### config.mk
export PLATFORM = sky130hd
export DESIGN_NAME = fpdi_download_init
export DESIGN_NICKNAME = d
export VERILOG_FILES = /design/src/logic/fpdi_pkg.sv /design/src/logic/fpdi_download_init.sv
export SDC_FILE = /design/constraint.sdc
export NUM_CORES = 1
export LEC_CHECK = 0
export BUFFER_PORTS_ARGS = -buffer_cell sky130_fd_sc_hd__buf_4
export CAP_MARGIN = 10
export CORE_MARGIN = 3
export CORE_UTILIZATION = 50
export DETAILED_ROUTE_END_ITERATION = 12
export PLACE_DENSITY = 0.8
export SYNTH_ARGS = -nofsm -noshare
export SYNTH_HDL_FRONTEND = slang
export SYNTH_SLANG_ARGS = --single-unit
### constraint.sdc
create_clock -name clk -period 9.6 [get_ports clk]
set_clock_uncertainty 0.1 [all_clocks]
set_input_delay 1.44 -clock clk [delete_from_list [all_inputs] [get_ports clk]]
set_output_delay 1.44 -clock clk [all_outputs]
set_load 0.02 [all_outputs]
### src/logic/fpdi_pkg.sv
/*
 * constants, field layouts, states and the ram request carrier of the
 * flash routine download and initialisation sequencer.
 * assumes a 40 MHz cpu clock and byte-wide ram and boot rom ports.
 */
package fpdi_pkg;
	localparam int CLK_PERIOD_NS = 25;
	localparam int DL_BYTES = 2048;
	localparam int IDX_W = 11;
	localparam int ADDR_W = 24;
	localparam int SEL_W = 4;
	localparam int SEL_IDX_W = 2;
	localparam int ROM_ADDR_W = SEL_IDX_W + IDX_W;
	localparam logic [IDX_W-1:0] IDX_LAST = 11'h7FF;
	localparam logic [SEL_W-1:0] ROUTINE_MAPPED = 4'h3;
	localparam logic [7:0] KEY_UNLOCK = 8'hA5;
	localparam logic [7:0] RESULT_PRELOAD = 8'hFF;
	localparam int RES_SS = 2;
	localparam int RES_FK = 1;
	localparam int RES_SF = 0;
	localparam logic [4:0] RES_UPPER_ZERO = 5'h00;
	localparam int FREQ_W = 16;
	localparam logic [31:0] BRANCH_NONE = 32'h00000000;
	localparam int STACK_LIMIT_BYTES = 128;
	localparam int BRANCH_INTERVAL_NS = 100000;
	localparam int BRANCH_CYCLES = BRANCH_INTERVAL_NS / CLK_PERIOD_NS;
	localparam int BR_CNT_W = 12;
	localparam logic [BR_CNT_W-1:0] BRANCH_LAST =
		BR_CNT_W'(BRANCH_CYCLES - 1);

	typedef struct packed {
		logic we;
		logic re;
		logic [ADDR_W-1:0] addr;
		logic [7:0] wdata;
	} fpdi_ram_req_t;

	typedef enum {
		ST_IDLE,
		ST_CHECK,
		ST_CP_RD,
		ST_CP_WR,
		ST_VF_RD,
		ST_VF_WAIT,
		ST_VF_CMP,
		ST_RESULT
	} fpdi_state_t;
endpackage

### src/logic/fpdi_download_init.sv
/*
 * download sequencer: copies the selected built-in routine into ram,
 * reads it back, writes the result byte; also holds the initialisation
 * parameters and paces the user branch calls.
 * assumes boot rom and ram answer reads one cycle after the address.
 */
// Operation
// - writing 1 to the start bit copies the selected routine by itself.
// - the copy fills 2 kbytes of ram from the destination address.
// - the outcome goes to the first destination byte, bits 7..3 zero.
// - bit 2 is set for no, several or an unmapped routine selected.
// - bit 1 is 0 only when the unlock key register holds A5.
// - the copied routine is read back; bit 0 is 0 on match, 1 otherwise.
// - initialisation takes the cpu frequency used for pulse timing.
// - the branch parameter is a 32-bit address, zero meaning no branch.
// - the routine calls the branch at fixed intervals; code returns.
// - routines keep all cpu registers but the result byte, 128 b stack.
`timescale 1ns/1ps
module fpdi_download_init (
	input wire logic clk,
	input wire logic rst,
	input wire logic start_we,
	input wire logic start_wdata,
	input wire logic [fpdi_pkg::SEL_W-1:0] routine_select,
	input wire logic [7:0] flash_unlock_key_reg,
	input wire logic [fpdi_pkg::ADDR_W-1:0] download_dest_addr_reg,
	output logic [fpdi_pkg::ROM_ADDR_W-1:0] rom_addr,
	input wire logic [7:0] rom_rdata,
	output fpdi_pkg::fpdi_ram_req_t ram_req,
	input wire logic [7:0] ram_rdata,
	output logic download_start_bit,
	output logic download_done,
	output logic [7:0] cpu_result_low_byte,
	input wire logic init_start,
	input wire logic [31:0] cpu_general_reg_zero,
	input wire logic [31:0] cpu_general_reg_one,
	output logic [fpdi_pkg::FREQ_W-1:0] frequency_code_field,
	output logic [31:0] branch_address_field,
	output logic user_branch_enable,
	input wire logic pe_active,
	output logic branch_call
);
	fpdi_pkg::fpdi_state_t state, next_state;
	logic [fpdi_pkg::IDX_W-1:0] idx, next_idx;
	logic [fpdi_pkg::SEL_IDX_W-1:0] sel, next_sel;
	logic ss_err, next_ss_err;
	logic fk_err, next_fk_err;
	logic vf_err, next_vf_err;
	fpdi_pkg::fpdi_ram_req_t next_ram_req;
	logic next_done;
	logic [7:0] next_result;
	logic sel_bad;
	logic [fpdi_pkg::SEL_IDX_W-1:0] sel_enc;
	logic [fpdi_pkg::ADDR_W-1:0] byte_addr;

	// exactly one mapped routine is legal
	always_comb begin
		sel_bad = ($countones(routine_select) != 1) ||
			((routine_select & ~fpdi_pkg::ROUTINE_MAPPED) != '0);
		sel_enc = '0;
		for (int i = 0; i < fpdi_pkg::SEL_W; i++) begin
			if (routine_select[i]) begin
				sel_enc = fpdi_pkg::SEL_IDX_W'(i);
			end
		end
	end

	assign byte_addr = download_dest_addr_reg +
		fpdi_pkg::ADDR_W'(idx);
	assign rom_addr = {sel, idx};
	assign download_start_bit = (state != fpdi_pkg::ST_IDLE);

	always_comb begin
		next_state = state;
		next_idx = idx;
		next_sel = sel;
		next_ss_err = ss_err;
		next_fk_err = fk_err;
		next_vf_err = vf_err;
		next_ram_req = '0;
		next_done = 1'b0;
		next_result = cpu_result_low_byte;
		case (state)
			fpdi_pkg::ST_IDLE: begin
				if (start_we && start_wdata) begin
					next_state = fpdi_pkg::ST_CHECK;
				end
			end
			fpdi_pkg::ST_CHECK: begin
				next_ss_err = sel_bad;
				next_fk_err = (flash_unlock_key_reg !=
					fpdi_pkg::KEY_UNLOCK);
				next_sel = sel_enc;
				next_idx = '0;
				next_vf_err = 1'b0;
				if (sel_bad || (flash_unlock_key_reg !=
						fpdi_pkg::KEY_UNLOCK)) begin
					// nothing copied, so nothing can verify
					next_vf_err = 1'b1;
					next_state = fpdi_pkg::ST_RESULT;
				end else begin
					next_state = fpdi_pkg::ST_CP_RD;
				end
			end
			fpdi_pkg::ST_CP_RD: begin
				next_state = fpdi_pkg::ST_CP_WR;
			end
			fpdi_pkg::ST_CP_WR: begin
				next_ram_req.we = 1'b1;
				next_ram_req.addr = byte_addr;
				next_ram_req.wdata = rom_rdata;
				next_idx = idx + 1'b1;
				next_state = (idx == fpdi_pkg::IDX_LAST) ?
					fpdi_pkg::ST_VF_RD : fpdi_pkg::ST_CP_RD;
			end
			fpdi_pkg::ST_VF_RD: begin
				next_ram_req.re = 1'b1;
				next_ram_req.addr = byte_addr;
				next_state = fpdi_pkg::ST_VF_WAIT;
			end
			fpdi_pkg::ST_VF_WAIT: begin
				next_state = fpdi_pkg::ST_VF_CMP;
			end
			fpdi_pkg::ST_VF_CMP: begin
				if (ram_rdata != rom_rdata) begin
					next_vf_err = 1'b1;
				end
				next_idx = idx + 1'b1;
				next_state = (idx == fpdi_pkg::IDX_LAST) ?
					fpdi_pkg::ST_RESULT : fpdi_pkg::ST_VF_RD;
			end
			fpdi_pkg::ST_RESULT: begin
				// written last, over the first copied byte, so that byte ends up holding the outcome
				next_result = {fpdi_pkg::RES_UPPER_ZERO, ss_err, fk_err,
					vf_err};
				next_ram_req.we = 1'b1;
				next_ram_req.addr = download_dest_addr_reg;
				next_ram_req.wdata = next_result;
				next_done = 1'b1;
				next_state = fpdi_pkg::ST_IDLE;
			end
			default: begin
				next_state = fpdi_pkg::ST_IDLE;
			end
		endcase
	end

	always_ff @(posedge clk or posedge rst) begin
		if (rst) begin
			state <= fpdi_pkg::ST_IDLE;
			idx <= '0;
			sel <= '0;
			ss_err <= 1'b0;
			fk_err <= 1'b0;
			vf_err <= 1'b0;
			ram_req <= '0;
			download_done <= 1'b0;
			cpu_result_low_byte <= '0;
		end else begin
			state <= next_state;
			idx <= next_idx;
			sel <= next_sel;
			ss_err <= next_ss_err;
			fk_err <= next_fk_err;
			vf_err <= next_vf_err;
			ram_req <= next_ram_req;
			download_done <= next_done;
			cpu_result_low_byte <= next_result;
		end
	end

	// initialisation parameters and user branch pacing
	logic [fpdi_pkg::FREQ_W-1:0] next_freq;
	logic [31:0] next_branch;
	logic [fpdi_pkg::BR_CNT_W-1:0] br_cnt, next_br_cnt;
	logic next_call;

	always_comb begin
		next_freq = frequency_code_field;
		next_branch = branch_address_field;
		next_br_cnt = '0;
		next_call = 1'b0;
		if (init_start) begin
			// upper half ignored; software keeps it zero
			next_freq = cpu_general_reg_zero[fpdi_pkg::FREQ_W-1:0];
			next_branch = cpu_general_reg_one;
		end
		if (pe_active && user_branch_enable) begin
			if (br_cnt == fpdi_pkg::BRANCH_LAST) begin
				next_call = 1'b1;
			end else begin
				next_br_cnt = br_cnt + 1'b1;
			end
		end
	end

	always_ff @(posedge clk or posedge rst) begin
		if (rst) begin
			frequency_code_field <= '0;
			branch_address_field <= fpdi_pkg::BRANCH_NONE;
			user_branch_enable <= 1'b0;
			br_cnt <= '0;
			branch_call <= 1'b0;
		end else begin
			frequency_code_field <= next_freq;
			branch_address_field <= next_branch;
			user_branch_enable <= (next_branch != fpdi_pkg::BRANCH_NONE);
			br_cnt <= next_br_cnt;
			branch_call <= next_call;
		end
	end

	res_upper_a: assert property (@(posedge clk) disable iff (rst)
		download_done |-> cpu_result_low_byte[7:3] == fpdi_pkg::RES_UPPER_ZERO)
		else $error("result upper bits not zero");
	start_taken_a: assert property (@(posedge clk) disable iff (rst)
		(state == fpdi_pkg::ST_IDLE && start_we && start_wdata)
		|=> download_start_bit)
		else $error("start write not taken");
	sel_err_a: assert property (@(posedge clk) disable iff (rst)
		(state == fpdi_pkg::ST_CHECK) |=> ss_err == $past(sel_bad))
		else $error("selection error wrong");
	key_err_a: assert property (@(posedge clk) disable iff (rst)
		(state == fpdi_pkg::ST_CHECK && flash_unlock_key_reg ==
		fpdi_pkg::KEY_UNLOCK) |=> !fk_err)
		else $error("key error with unlock key");
	dest_window_a: assert property (@(posedge clk) disable iff (rst)
		ram_req.we |-> (ram_req.addr - download_dest_addr_reg) <
		fpdi_pkg::ADDR_W'(fpdi_pkg::DL_BYTES))
		else $error("write outside destination");
	verify_fail_a: assert property (@(posedge clk) disable iff (rst)
		(state == fpdi_pkg::ST_VF_CMP && ram_rdata != rom_rdata)
		|=> vf_err)
		else $error("mismatch not flagged");
	result_last_a: assert property (@(posedge clk) disable iff (rst)
		download_done |-> ram_req.we && ram_req.addr ==
		download_dest_addr_reg && !download_start_bit)
		else $error("result write out of place");
	branch_off_a: assert property (@(posedge clk) disable iff (rst)
		(branch_address_field == fpdi_pkg::BRANCH_NONE) |-> ##1 !branch_call)
		else $error("branch call with zero target");
	freq_load_a: assert property (@(posedge clk) disable iff (rst)
		init_start |=> frequency_code_field ==
		$past(cpu_general_reg_zero[fpdi_pkg::FREQ_W-1:0]))
		else $error("frequency not loaded");
endmodule // fpdi_download_init

# --- Word-level counts from Yosys, hierarchy flattened ---
# Index checks and enable logic that the tools add are counted.
word_totals:
  out_inout_bits: 107
  regBits: 148
classes:
  eq_ne: 14
  n_reduce_logical: 14
  n_addsub: 6
  n_mux: 22
ops:
  columns: ["op", "n"]
  rows:
  - ["$pmux 32 s7", 1]
  - ["$eq 32x3->1 const B", 4]
  - ["$eq 32x2->1 const B", 2]
  - ["$mux 32", 2]
  - ["$reduce_bool 32->1", 2]
  - ["$pmux 24 s2", 1]
  - ["$eq 32x1->1 const B", 1]
  - ["$logic_not 32->1", 1]
  - ["$add 24x11->24", 1]
  - ["$mux 12", 2]
  - ["$pmux 11 s2", 1]
  - ["$pmux 8 s2", 1]
  - ["$add 12x1->12 const B", 1]
  - ["$eq 12x12->1 const B", 1]
  - ["$add 11x1->11 const B", 1]
  - ["$eq 11x11->1 const B", 1]
  - ["$mux 1", 8]
  - ["$ne 8x8->1", 1]
  - ["$ne 8x8->1 const B", 1]
  - ["$mux 2", 3]
  - ["$mux 3", 2]
  - ["$reduce_or 2->1", 3]
  - ["$add 1x1->2", 2]
  - ["$ne 2x2->1 const B", 2]
  - ["8 further kinds", 11]

# --- Depth between registers and ports, before layout ---
depth:
  ltp_word: 7
  ltp_mapped: 9
  ltp_nobuf: 9

# --- Worst setup path before layout ---
# No wires, ideal clock.
synth_timing:
  kind: "input -> register"
  startpoint: "input download_dest_addr_reg[0] in the netlist's numbering"
  endpoint: "register ram_req[22] in the netlist's numbering"
  stages: 8
  n_path_buf: 0
  slack_ns: 6.189
  required_ns: 9.368
  t_arrival_ns: 3.179
  cell_sequence: "ha_1 -> fa_1 -> a211oi_2 -> o21bai_2 -> a2111o_2 -> nand2_2 -> or4_1 -> o211ai_2"
synth_lines:
  columns: ["element", "line", "rtl"]
  rows:
  - ["start, declared", "fpdi_download_init.sv:26", "input wire logic [fpdi_pkg::ADDR_W-1:0] download_dest_addr_reg,"]
  - ["end signal, assigned", "fpdi_download_init.sv:166", "ram_req <= next_ram_req;"]
  - ["end, declared", "fpdi_download_init.sv:29", "output fpdi_pkg::fpdi_ram_req_t ram_req,"]

==> flow_metrics.tcl <==
set metrics [dict create \
    dieArea_um2 12700 \
    hp-start "cpu_result_low_byte[0]$_DFFE_PP0P_" \
    intPower_mw 1.39 \
    ff_latch_area_um2 2980 \
    async_flop_share_pct 100 \
    clkLatencyLatePin_ps 400 \
    cts_sinks 119 \
    cts_root_buffer "clkbuf_16" \
    grt_usage_pct 23.1 \
    drv_cap 0 \
    leakagePower_nw 3.86 \
    p_sw_mw 0.733 \
    core_um2 11000 \
    yosysUniqueCellTypes 64 \
    hold_depth 2 \
    r2r-end "ram_req[22]$_DFF_PP0_" \
    ctsResizeCount 0 \
    p_per_area_nw_per_um2 265 \
    postCtsSetupRepairBufs 0 \
    ir_worst_vdd_mv 0.178 \
    grt_pass1_wl_um 23600 \
    n_fill_cell 772 \
    clk_pin_slew_ps 50 \
    postRouteAntennaNets 0 \
    first_global_vias 4842 \
    hold_violations 0 \
    dp_hpwl_um 10800 \
    cts_hold_buf 0 \
    critical_path_class "in -> reg" \
    cts_htree_levels 4 \
    grt_max_degree 81 \
    cp.arrival_ps 3560 \
    synth-seq-area-share_pct 52.2 \
    synth.cell_area_um2 5710 \
    ys.flop_type "dfrtp_1" \
    critPathCaptureType "flop" \
    rrSetupSlack_ps 6890 \
    die_h_um 113 \
    cts_buffers 17 \
    max_freq_mhz 295 \
    wl_per_cell_um 16.3 \
    syn_to_final_growth_pct 40.2 \
    startpoint_type "input pin" \
    drv_slew 0 \
    switching_share_pct 34.5 \
    clockBufferDepth 2 \
    die_x_um 113 \
    avgSynthCellArea_um2 11.0 \
    clockPowerShare_pct 31.9 \
    drc_errors 0 \
    ios 229 \
    utilization_pct 72.8 \
    antenna_cells 0 \
    rsz0062_at_grt "false" \
    via_per_inst 5.43 \
    hp-class "reg -> reg" \
    min_to "cpu_result_low_byte[0]$_DFFE_PP0P_" \
    drt_iter0_drc 186 \
    required_ps 9770 \
    firstDrtPassIters 4 \
    tns_ps 0 \
    final_cells 883 \
    syn_inst 517 \
    finalNetCount 869 \
    cts_tree "done" \
    vias 4793 \
    setup_viol 0 \
    min_period_ps 3390 \
    port_buffers 207 \
    rows 38 \
    totalWireLength_um 14400 \
    period_share_pct 35.3 \
    start_util_pct 51.9 \
    relSlewSlack_pct 34.7 \
    antenna_found_initial 0 \
    synth_edf_count 0 \
    tightest_slew_ps 980 \
    drive_above_1_share_pct 41.2 \
    ys_warn_count 0 \
    dp.cells 851 \
    r2r_cells 8 \
    worstReg2RegStart "idx[0]$_DFFE_PP0P_" \
    status "completed" \
    gp_congestion 0.855 \
    grt_overflow 0 \
    seq_power_share_pct 32.7 \
    multi_input_area_um2 2570 \
    combPwrFrac_pct 35.5 \
    ys_seq_elements 119 \
    cp_max_fo 7 \
]
[state kept, by name (all words and copies together) (netlist names)]
register              count
ss_err                    1
idx                      11
ram_req                  34
cpu_result_low_byte       3
vf_err                    1
branch_call               1
sel                       2
download_done             1
frequency_code_field     16
br_cnt                   12
branch_address_field     32
state                     3
user_branch_enable        1
fk_err                    1
[cell type report]
class / count / share of cell area, %
inverters: 15 / 0.735
clock buffers: 21 / 5.88
repair buffers: 210 / 19.7
clock inverters: 11 / 2.13
well taps: 140 / 2.19
flip-flops and latches: 119 / 37.2
multi-input cells: 367 / 32.1
[kinds of logic after synthesis]
| family | count (synthesis) | synth area share [%] |
|---|---|---|
| buffers and inverters | 35 | 3.03 |
| adders and majority gates | 17 | 3.99 |
| AOI/OAI and AO/OA | 91 | 11.0 |
| DFF | 119 | 52.2 |
| and+or+nand+nor | 173 | 15.1 |
| xor gates and xnor gates | 28 | 4.30 |
| muxes | 53 | 10.4 |
| other | 1 | 0.0657 |
[power by group through the flow]
stage	Clock, mW	Combinational, mW	Sequential, mW
floorplan	0	0.360	0.800
CTS	0.687	0.758	0.693
finish	0.676	0.753	0.693
detailed placement	0	0.753	0.699
global placement	0	0.733	0.695
global route	0.715	0.821	0.709
[how the worst max path moves through the flow]
stage                                         start                     to  slack (ps)  cells past startpoint
after floorplan                                 rst    br_cnt[0]$_DFF_PP0_        4900                      1
after global placement    download_dest_addr_reg[0]  ram_req[22]$_DFF_PP0_        5910                      9
after detailed placement  download_dest_addr_reg[0]  ram_req[22]$_DFF_PP0_        5820                      9
after CTS                 download_dest_addr_reg[0]  ram_req[22]$_DFF_PP0_        6240                      9
after global routing      download_dest_addr_reg[2]  ram_req[31]$_DFF_PP0_        6080                      8
final                     download_dest_addr_reg[0]  ram_req[22]$_DFF_PP0_        6210                      9
[per-layer routing]
metal  vias to the layer above  GRT usage (%)  wire length, µm
met4                         0           7.29              189
met3                        20           6.20             1100
li1                       2276              -                -
met1                      2298           27.6             5610
met2                       199           40.6             7480
met5                         -              0                0
[per-stage QoR]
step	instance area (µm²)	total power, mW	setup WS, ps	hold slack (ps)
final	8000	2.12	6210	384
after global routing	8000	2.24	6080	423
after CTS	8000	2.14	6240	391
after detailed placement	7360	1.45	5820	378
after global placement	7360	1.43	5910	363
after floorplan	5720	1.16	4900	355
[layout by cell type, fill, tap and decap left out, drive strengths merged, types with 5 or more instances in the layout]
master  instances
and2            6
conb            5
xor2           21
nand2          58
mux2           49
a211oi          5
dfrtp         119
xnor2           7
nand4          11
ha             15
nor2           41
buf           210
inv            16
o311ai          7
o21ai          31
a21oi          15
nor4           11
nand3          20
clkbuf         21
o211ai          7
[cell usage after synthesis (all sizes together), types with 7 or more instances]
| library cell | number | area [µm²] |
|---|---|---|
| dfrtp | 119 | 2980 |
| nand2 | 58 | 225 |
| mux2 | 49 | 552 |
| nor2 | 41 | 164 |
| o21ai | 31 | 155 |
| xor2 | 21 | 184 |
| nand3 | 20 | 100 |
| a21oi | 15 | 78.8 |
| ha | 15 | 188 |
| inv | 15 | 56.3 |
| buf | 14 | 93.8 |
| nand4 | 11 | 75.1 |
| nor4 | 11 | 68.8 |
| o211ai | 7 | 57.6 |
| o311ai | 7 | 61.3 |
| xnor2 | 7 | 61.3 |
[critical path, stage by stage]
cell and delay, ps:
buf_4 130, ha_1 240, fa_1 440, a211oi_2 290, o21bai_2 160, a2111o_2 490, nand2_2 160, or4_1 150
o211ai_2 80
Note: power is estimated with default switching activity, not from simulation.
